**src/shared/qdlp_pkg.sv**
```systemverilog
// Package: command codes, timing counts, register map and carriers
package qdlp_pkg;

    // ***************************************************************
    // Timing
    // ***************************************************************
    localparam int CLOCK_NS       = 100;
    localparam int STROBE_MIN_NS  = 110;   // Narrowest cs/strobe low width
    localparam int HOLD_MIN_NS    = 15;
    localparam int READ_VALID_NS  = 180;
    localparam int FLOAT_NS       = 75;
    localparam int CLEAR_MIN_NS   = 100;
    localparam int STROBE_CYC = (STROBE_MIN_NS + CLOCK_NS - 1) / CLOCK_NS;
    localparam int HOLD_CYC   = (HOLD_MIN_NS + CLOCK_NS - 1) / CLOCK_NS;
    localparam int READ_CYC   = (READ_VALID_NS + CLOCK_NS - 1) / CLOCK_NS;
    localparam int FLOAT_CYC  = (FLOAT_NS + CLOCK_NS - 1) / CLOCK_NS;
    localparam int CLEAR_CYC  = (CLEAR_MIN_NS + CLOCK_NS - 1) / CLOCK_NS;

    // ***************************************************************
    // Register map (byte addresses)
    // ***************************************************************
    localparam logic [11:0] REG_CMD    = 12'h000;
    localparam logic [11:0] REG_WDATA  = 12'h004;
    localparam logic [11:0] REG_STATUS = 12'h008;
    localparam logic [11:0] REG_RDATA  = 12'h00C;

    // Command register fields
    localparam int CMD_OP_LSB  = 0;
    localparam int CMD_OP_W    = 3;
    localparam int CMD_CH_LSB  = 4;
    localparam int CMD_QD_LSB  = 8;
    localparam int CMD_TIE_BIT = 12;     // Bypass enable held low

    localparam int DATA_W = 12;
    localparam int MODE_LSB = 4;         // Mode word in top eight bits

    typedef enum logic [2:0] {
        QDLP_OP_MODE_PRELOAD = 3'h0,
        QDLP_OP_RANK_UPDATE  = 3'h1,
        QDLP_OP_FULL_BYPASS  = 3'h2,
        QDLP_OP_PART_BYPASS  = 3'h3,
        QDLP_OP_READ_CODE    = 3'h4,
        QDLP_OP_READ_MODE    = 3'h5,
        QDLP_OP_CLEAR        = 3'h6,
        QDLP_OP_IDLE         = 3'h7
    } qdlp_op_t;

    // Pin group driven toward the device
    typedef struct packed {
        logic                  chip_select_n;
        logic                  first_rank_load_strobe_n;
        logic                  mode_word_strobe_n;
        logic                  bypass_latch_enable_n;
        logic                  readback_strobe_n;
        logic                  clear_n;
        logic                  quad_pick_0_n;
        logic                  quad_pick_1_n;
        logic                  quad_pick_2_n;
        logic                  channel_pick_0;
        logic                  channel_pick_1;
    } qdlp_pins_t;

    localparam qdlp_pins_t PINS_IDLE = '{
        chip_select_n: 1'b1, first_rank_load_strobe_n: 1'b1,
        mode_word_strobe_n: 1'b1, bypass_latch_enable_n: 1'b1,
        readback_strobe_n: 1'b1, clear_n: 1'b1,
        quad_pick_0_n: 1'b1, quad_pick_1_n: 1'b1, quad_pick_2_n: 1'b1,
        channel_pick_0: 1'b0, channel_pick_1: 1'b0};

    // APB request and answer
    typedef struct packed {
        logic        psel;
        logic        penable;
        logic        pwrite;
        logic [11:0] paddr;
        logic [31:0] pwdata;
    } qdlp_apb_req_t;

    typedef struct packed {
        logic        pready;
        logic        pslverr;
        logic [31:0] prdata;
    } qdlp_apb_rsp_t;

endpackage

```
**src/hw/qdlp_apb_regs.sv**
```systemverilog
// APB slave holding the controller's command, data and status words
`timescale 1ns/1ps
`default_nettype none

module qdlp_apb_regs (
    input  wire logic                    clock,
    input  wire logic                    rst_n,
    input  wire qdlp_pkg::qdlp_apb_req_t apb_req,
    output qdlp_pkg::qdlp_apb_rsp_t      apb_rsp,
    input  wire logic                    busy,
    input  wire logic                    done,
    input  wire logic [11:0]             read_word,
    output logic                         start,
    output logic [12:0]                  cmd,
    output logic [11:0]                  wdata
);

    typedef struct packed {
        logic        start;
        logic [12:0] cmd;
        logic [11:0] wdata;
        logic [11:0] rdata;
        logic        done;
    } qdlp_regs_t;

    qdlp_regs_t state;
    qdlp_regs_t next_state;
    logic       access;
    logic       known;

    always_comb begin
        next_state = state;
        next_state.start = 1'b0;
        access = apb_req.psel && apb_req.penable;
        known = apb_req.paddr == qdlp_pkg::REG_CMD
             || apb_req.paddr == qdlp_pkg::REG_WDATA
             || apb_req.paddr == qdlp_pkg::REG_STATUS
             || apb_req.paddr == qdlp_pkg::REG_RDATA;
        // Done is sticky; a new completion wins over the clearing write
        if (access && apb_req.pwrite) begin
            unique case (apb_req.paddr)
                qdlp_pkg::REG_CMD: begin
                    if (!busy) begin
                        next_state.cmd   = apb_req.pwdata[12:0];
                        next_state.start = 1'b1;
                        next_state.done  = 1'b0;
                    end
                end
                qdlp_pkg::REG_WDATA: begin
                    next_state.wdata = apb_req.pwdata[11:0];
                end
                default: begin
                end
            endcase
        end
        if (done) begin
            next_state.done  = 1'b1;
            next_state.rdata = read_word;
        end
    end

    always_ff @(posedge clock or negedge rst_n) begin
        if (!rst_n) begin
            state <= '0;
        end else begin
            state <= next_state;
        end
    end

    // Zero wait states; unmapped addresses answer with an error
    always_comb begin
        apb_rsp.pready  = 1'b1;
        apb_rsp.pslverr = apb_req.psel && apb_req.penable && !known;
        apb_rsp.prdata  = 32'h0000_0000;
        if (apb_req.psel && apb_req.penable && !apb_req.pwrite) begin
            unique case (apb_req.paddr)
                qdlp_pkg::REG_CMD:    apb_rsp.prdata = {19'h0_0000, state.cmd};
                qdlp_pkg::REG_WDATA:  apb_rsp.prdata = {20'h0_0000, state.wdata};
                qdlp_pkg::REG_STATUS: apb_rsp.prdata = {30'h0000_0000,
                                                        state.done, busy};
                qdlp_pkg::REG_RDATA:  apb_rsp.prdata = {20'h0_0000, state.rdata};
                default:              apb_rsp.prdata = 32'h0000_0000;
            endcase
        end
    end

    assign start = state.start;
    assign cmd   = state.cmd;
    assign wdata = state.wdata;

endmodule

`default_nettype wire

```
**src/hw/qdlp_host.sv**
```systemverilog
// Host controller driving the quad converter's parallel latch port
//
// Local design decisions: the APB slave port and the address map.
`timescale 1ns/1ps
`default_nettype none

module qdlp_host #(
    parameter int STROBE_CYC = qdlp_pkg::STROBE_CYC,
    parameter int HOLD_CYC   = qdlp_pkg::HOLD_CYC,
    parameter int READ_CYC   = qdlp_pkg::READ_CYC,
    parameter int FLOAT_CYC  = qdlp_pkg::FLOAT_CYC,
    parameter int CLEAR_CYC  = qdlp_pkg::CLEAR_CYC
) (
    input  wire logic                    clock,
    input  wire logic                    rst_n,
    input  wire qdlp_pkg::qdlp_apb_req_t apb_req,
    output qdlp_pkg::qdlp_apb_rsp_t      apb_rsp,
    output qdlp_pkg::qdlp_pins_t         pins,
    input  wire logic [11:0]             data_in,
    output logic [11:0]                  data_out,
    output logic                         data_oe
);

    // ***************************************************************
    // Sequencer state
    // ***************************************************************
    typedef enum logic [2:0] {
        QDLP_IDLE,
        QDLP_SETUP,
        QDLP_STROBE,
        QDLP_RELEASE,
        QDLP_HOLD,
        QDLP_FLOAT
    } qdlp_phase_t;

    typedef struct packed {
        qdlp_phase_t          phase;
        logic [7:0]           count;
        qdlp_pkg::qdlp_pins_t pins;
        logic [11:0]          data_out;
        logic                 data_oe;
        logic [11:0]          capture;
        logic                 done;
        logic [2:0]           op;
        logic                 follow;
    } qdlp_state_t;

    qdlp_state_t state;
    qdlp_state_t next_state;
    logic        start;
    logic [12:0] cmd;
    logic [11:0] wdata;

    function automatic logic [7:0] cyc(input int n);
        cyc = 8'(n);
    endfunction

    qdlp_apb_regs u_regs (
        .clock     (clock),
        .rst_n     (rst_n),
        .apb_req   (apb_req),
        .apb_rsp   (apb_rsp),
        .busy      (state.phase != QDLP_IDLE),
        .done      (state.done),
        .read_word (state.capture),
        .start     (start),
        .cmd       (cmd),
        .wdata     (wdata)
    );

    always_comb begin
        next_state = state;
        next_state.done = 1'b0;
        // Live data path while a bypass is open
        if (state.follow && state.data_oe) begin
            next_state.data_out = wdata;
        end
        unique case (state.phase)
            QDLP_IDLE: begin
                if (start) begin
                    next_state.op     = cmd[qdlp_pkg::CMD_OP_LSB +: 3];
                    next_state.pins   = qdlp_pkg::PINS_IDLE;
                    next_state.follow = 1'b0;
                    next_state.pins.quad_pick_0_n =
                        cmd[qdlp_pkg::CMD_QD_LSB];
                    next_state.pins.quad_pick_1_n =
                        cmd[qdlp_pkg::CMD_QD_LSB + 1];
                    next_state.pins.quad_pick_2_n =
                        cmd[qdlp_pkg::CMD_QD_LSB + 2];
                    next_state.pins.channel_pick_0 =
                        cmd[qdlp_pkg::CMD_CH_LSB];
                    next_state.pins.channel_pick_1 =
                        cmd[qdlp_pkg::CMD_CH_LSB + 1];
                    next_state.data_out = wdata;
                    next_state.data_oe  = 1'b0;
                    unique case (qdlp_pkg::qdlp_op_t'(
                        cmd[qdlp_pkg::CMD_OP_LSB +: 3]))
                        qdlp_pkg::QDLP_OP_MODE_PRELOAD: begin
                            // Low nibble is ignored by the device
                            next_state.data_out =
                                {wdata[11:qdlp_pkg::MODE_LSB], 4'h0};
                            next_state.pins.mode_word_strobe_n = 1'b0;
                            next_state.pins.first_rank_load_strobe_n =
                                1'b0;
                            next_state.data_oe = 1'b1;
                        end
                        qdlp_pkg::QDLP_OP_FULL_BYPASS: begin
                            next_state.pins.quad_pick_0_n = 1'b0;
                            next_state.pins.quad_pick_1_n = 1'b0;
                            next_state.pins.quad_pick_2_n = 1'b0;
                            next_state.pins.bypass_latch_enable_n = 1'b0;
                            next_state.data_oe = 1'b1;
                            next_state.follow  = 1'b1;
                        end
                        qdlp_pkg::QDLP_OP_PART_BYPASS: begin
                            next_state.pins.quad_pick_0_n = 1'b0;
                            next_state.pins.quad_pick_1_n = 1'b0;
                            next_state.pins.quad_pick_2_n = 1'b0;
                            next_state.pins.first_rank_load_strobe_n = 1'b0;
                            next_state.pins.bypass_latch_enable_n = 1'b0;
                            next_state.data_oe = 1'b1;
                            next_state.follow  = 1'b1;
                        end
                        qdlp_pkg::QDLP_OP_READ_MODE: begin
                            next_state.pins.mode_word_strobe_n = 1'b0;
                            next_state.pins.quad_pick_0_n = 1'b0;
                            next_state.pins.quad_pick_1_n = 1'b0;
                        end
                        default: begin
                        end
                    endcase
                    // Tied-low bypass option keeps the pin low at rest
                    if (cmd[qdlp_pkg::CMD_TIE_BIT]) begin
                        next_state.pins.bypass_latch_enable_n = 1'b0;
                    end
                    if (cmd[qdlp_pkg::CMD_OP_LSB +: 3] ==
                        qdlp_pkg::QDLP_OP_IDLE) begin
                        next_state.done = 1'b1;
                    end else begin
                        next_state.phase = QDLP_SETUP;
                    end
                end
            end
            QDLP_SETUP: begin
                // Address and data settle one cycle before the strobe
                next_state.count = cyc(STROBE_CYC);
                next_state.phase = QDLP_STROBE;
                unique case (qdlp_pkg::qdlp_op_t'(state.op))
                    qdlp_pkg::QDLP_OP_CLEAR: begin
                        next_state.pins.clear_n = 1'b0;
                        next_state.count = cyc(CLEAR_CYC);
                    end
                    qdlp_pkg::QDLP_OP_READ_CODE,
                    qdlp_pkg::QDLP_OP_READ_MODE: begin
                        next_state.pins.readback_strobe_n = 1'b0;
                        next_state.pins.chip_select_n = 1'b0;
                        next_state.count = cyc(READ_CYC);
                    end
                    qdlp_pkg::QDLP_OP_RANK_UPDATE: begin
                        next_state.pins.chip_select_n = 1'b0;
                    end
                    default: begin
                        // Bypass and mode preload loads reach the converter here
                        next_state.pins.chip_select_n = 1'b0;
                    end
                endcase
            end
            QDLP_STROBE: begin
                if (state.count > cyc(1)) begin
                    next_state.count = state.count - cyc(1);
                end else begin
                    // Full 12-bit word taken at once
                    if (!state.pins.readback_strobe_n) begin
                        next_state.capture = data_in;
                    end
                    next_state.pins.chip_select_n = 1'b1;
                    next_state.pins.readback_strobe_n = 1'b1;
                    next_state.pins.clear_n = 1'b1;
                    next_state.count = cyc(HOLD_CYC);
                    next_state.phase = QDLP_RELEASE;
                end
            end
            QDLP_RELEASE: begin
                // Load strobes lift only after select: first rank, mode word, and bypass unless the tie bit is set
                if (state.count > cyc(1)) begin
                    next_state.count = state.count - cyc(1);
                end else begin
                    next_state.pins.first_rank_load_strobe_n = 1'b1;
                    next_state.pins.mode_word_strobe_n = 1'b1;
                    if (!cmd[qdlp_pkg::CMD_TIE_BIT]) begin
                        next_state.pins.bypass_latch_enable_n = 1'b1;
                    end
                    next_state.follow = 1'b0;
                    next_state.count = cyc(HOLD_CYC);
                    next_state.phase = QDLP_HOLD;
                end
            end
            QDLP_HOLD: begin
                if (state.count > cyc(1)) begin
                    next_state.count = state.count - cyc(1);
                end else begin
                    next_state.data_oe = 1'b0;
                    next_state.count = cyc(FLOAT_CYC);
                    next_state.phase = QDLP_FLOAT;
                end
            end
            QDLP_FLOAT: begin
                // Device bus turnaround before next command
                if (state.count > cyc(1)) begin
                    next_state.count = state.count - cyc(1);
                end else begin
                    next_state.done  = 1'b1;
                    next_state.phase = QDLP_IDLE;
                end
            end
        endcase
    end

    always_ff @(posedge clock or negedge rst_n) begin
        if (!rst_n) begin
            state <= '{phase: QDLP_IDLE, count: 8'h00,
                       pins: qdlp_pkg::PINS_IDLE, data_out: 12'h000,
                       data_oe: 1'b0, capture: 12'h000, done: 1'b0,
                       op: 3'h7, follow: 1'b0};
        end else begin
            state <= next_state;
        end
    end

    assign pins     = state.pins;
    assign data_out = state.data_out;
    assign data_oe  = state.data_oe;

endmodule

`default_nettype wire

```
**config.mk**
```make
export PLATFORM = sky130hd
export DESIGN_NAME = qdlp_host
export DESIGN_NICKNAME = d
export VERILOG_FILES = /design/src/shared/qdlp_pkg.sv /design/src/hw/qdlp_apb_regs.sv /design/src/hw/qdlp_host.sv
export SDC_FILE = /design/constraint.sdc
export NUM_CORES = 1
export LEC_CHECK = 0
export BUFFER_PORTS_ARGS = -buffer_cell sky130_fd_sc_hd__buf_2
export CORE_AREA = 2 2 107 120
export CTS_CLUSTER_SIZE = 25
export DETAILED_ROUTE_END_ITERATION = 12
export DIE_AREA = 0 0 109 122
export GPL_ROUTABILITY_DRIVEN = 0
export GPL_TIMING_DRIVEN = 1
export PLACE_DENSITY = 0.66
export SYNTH_ARGS = -nofsm -noshare
export SYNTH_HDL_FRONTEND = slang
export SYNTH_SLANG_ARGS = --single-unit
```
**constraint.sdc**
```tcl
create_clock -name clock -period 2.2 [get_ports clock]
set_clock_uncertainty 0.15 [all_clocks]
set_input_delay 0.11 -clock clock [delete_from_list [all_inputs] [get_ports clock]]
set_output_delay 0.11 -clock clock [all_outputs]
set_load 0.02 [all_outputs]
```
==> results.ini <==
[min_path]
hold_path.class=primary input to register
hold_start=apb_req[35]
hold_path_depth=3

[grt]
grt_pass1_wl_mm=18.0
use_met1_pct=21.3
grt_pass1_vias=3574
grt_max_degree=52
antenna_found_initial=0
gr-usage-met2_pct=30.3
grt.total_usage_pct=17.5
grt_busiest_layer=met2
met3_usage_pct=4.23
grt-ovfl-total=0

[sta]
setup_viol=1
slew_viol_final=0
fin_crit_ns=2.23
finalHoldViolations=0
fmax_ghz=0.449
fin_ws_ns=-0.0281
timing.final.crit_share_pct=101
relSlewSlack_pct=63.9
grt_setup_unrepaired=true
worstMarginPinSlew_ns=0.542

[detailed_routing]
drt_wl_total_mm=11.2
vias=3465
dr.pass1.iters=4
drtIter0Drc=98
wl_per_cell_microns=16.6
avgViaCountPerCell=5.16
drc=0
postRouteAntennaNets=0

[placement]
hpwlAfterDp_mm=7.85
dpl_cell_area_sq_um=5220
numPortBuffers=79
dpl.cell_count=621

[clock_network]
cts_buffers=9
clk_pin_slew_ns=0.07
clock-sinks=91
cts_tree=built
h-tree-depth=3
clk-insertion-delay-late_ns=0.34
cts_root_buf=clkbuf_16
cts_buffer_depth=2

[power_and_ir_drop]
p_per_area_nw_per_um2=821
vdd_drop_max_v=0.000540
power.total_mw=4.87
leakage_nw=2.85

[setup_path]
cp_max_fo=2
crit_buf_inv=2
slowest_stage=mux4_2
cp_common_cell=buf_6
critPathTopFamily=simple AND/OR/NAND/NOR gates
critPathMaxStageDelay_ns=0.45
cp.depth=5
critical_path.startpoint_type=register
cp.required_ns=1.94
worstSetupStartpoint=state[50]
critPathKind=register to primary output
r2r-start=state[44]
worstPathArrival_ns=1.97
ff2ff_path_depth=4
path_cells=buf_6 > or3_4 > mux4_2 > nor2b_4 > buf_6
cp-end-kind=primary output

[synth]
synth.most_common_cell=dfrtp_1
synth_top_area_share_pct=41.6
syn_inst=408
ys.flop_type=dfrtp_1
synth_cell_types=59
synth.area.top_cells=dfrtp_1, mux2_2, buf_4
async_flop_share_pct=100
synth_top_area_cell=dfrtp_1
yosysWarnings=0
ys_seq_elements=91
synth.avg_cell_area_sq_um=11.6
synth_common_cells=dfrtp_1, mux2_2, buf_4
synth_area_sq_um=4750
synth_edf_count=0
yosysSeqAreaShare_pct=48.3

[die]
initial_utilization_pct=38.9
fp-row-count=43
ios=119
die-area_sq_um=13300
die_h_microns=122
die-width_microns=109
core_area_sq_um=12200

[layout]
nets=572
design_area_sq_um=5930
finalNonFillerCells=671
fill_cells=1089
syn_to_final_growth_pct=24.9
antenna_cells=0
drive_gt1_share_pct=45.5

[run_status]
violations=negative setup slack
outcome=finished with violations

[job]
drv_cap=0

metrics by stage:
stage               setup WS (ns)  hold slack [ns]  TNS (ns)  utilization, %
floorplan                  0.0117           -0.336         0               -
detailed placement         0.0627          -0.0171         0            42.8
global route              -0.0848            0.118   -0.0863            48.6
CTS                       -0.0399           0.0869   -0.0399            48.3
finish                    -0.0281            0.108   -0.0281            48.6
global placement           0.0854          -0.0246         0            42.8
final cells by class:
type	instances	area [sq um]	share of cell area (%)
flip-flops and latches	91	2290	38.6
multi-input cells	259	2100	35.4
repair buffers	139	1010	17.0
clock buffers	9	225	3.80
well taps	157	196	3.31
clock inverters	7	76.3	1.29
inverters	9	33.8	0.570
state kept, by name, summed over array words and instances, names as in the netlist:
register	count
data_oe	1
data_out	12
pins	11
state	28
u_regs.cmd	13
u_regs.start	1
u_regs.state	13
u_regs.wdata	12
layer usage:
layer,share of wire (%),up-vias
li1,-,1615
met1,42,1738
met2,52,95
met3,4.5,17
met4,1.8,0
met5,0,-
logic make-up (layout without fill, tap and decap cells):
group	count (synthesis)	count (layout)	share of synthesized area, %
flops	91	91	48.3
buf+inv	76	164	9.75
simple gates	94	94	11.8
other cells	2	20	0.158
mux	76	76	19.1
compound gates	64	64	9.86
fa+ha+maj	2	2	0.527
xor+xnor	3	3	0.553
worst min-delay path, stage by stage:
cell and delay, ns:
buf_2 0.16, nor2_1 0.10, and4_1 0.20
power breakdown:
group / internal, mW / switching (mW)
clock network: 0.890 / 0.679
logic: 0.577 / 0.639
registers: 1.91 / 0.176
worst paths after layout:
| check | slack [ns] | endpoint |
|---|---|---|
| min in group asynchronous | 0.17 | data_out[1] |
| max | -0.03 | apb_rsp[0] |
| min reg2reg | 0.33 | pins[2] |
| max reg2reg | 0.08 | state[15] |
| min | 0.11 | u_regs.start |
| max in group asynchronous | 1.04 | state[3] |
layout by cell type (no fill, tap or decap), types with 5 or more instances in the layout:
cell type / synthesis / layout
conb_1: 2 / 20
a31oi_1: 5 / 5
buf_4: 44 / 25
nand3_1: 5 / 5
mux2_4: 9 / 9
dfstp_2: 12 / 12
clkbuf_16: 0 / 9
o21ai_0: 8 / 8
nand2b_1: 6 / 6
mux2_2: 62 / 62
a21oi_1: 7 / 7
nor2_1: 27 / 27
dfrtp_1: 79 / 79
nand2_1: 14 / 14
buf_2: 4 / 78
dlygate4sd3_1: 0 / 27
a22o_1: 6 / 6
inv_1: 9 / 9
a22oi_1: 11 / 11
repair_timing:
item                       in CTS  in global routing
buffers inserted                4                  1
setup endpoints to repair       1                 41
cloned                          1                  1
pin swaps                       0                  3
resized for setup              10                  6
hold buffers                   27                  0
hold endpoints to repair       78                  0
Power figures use the tool's default switching activity.
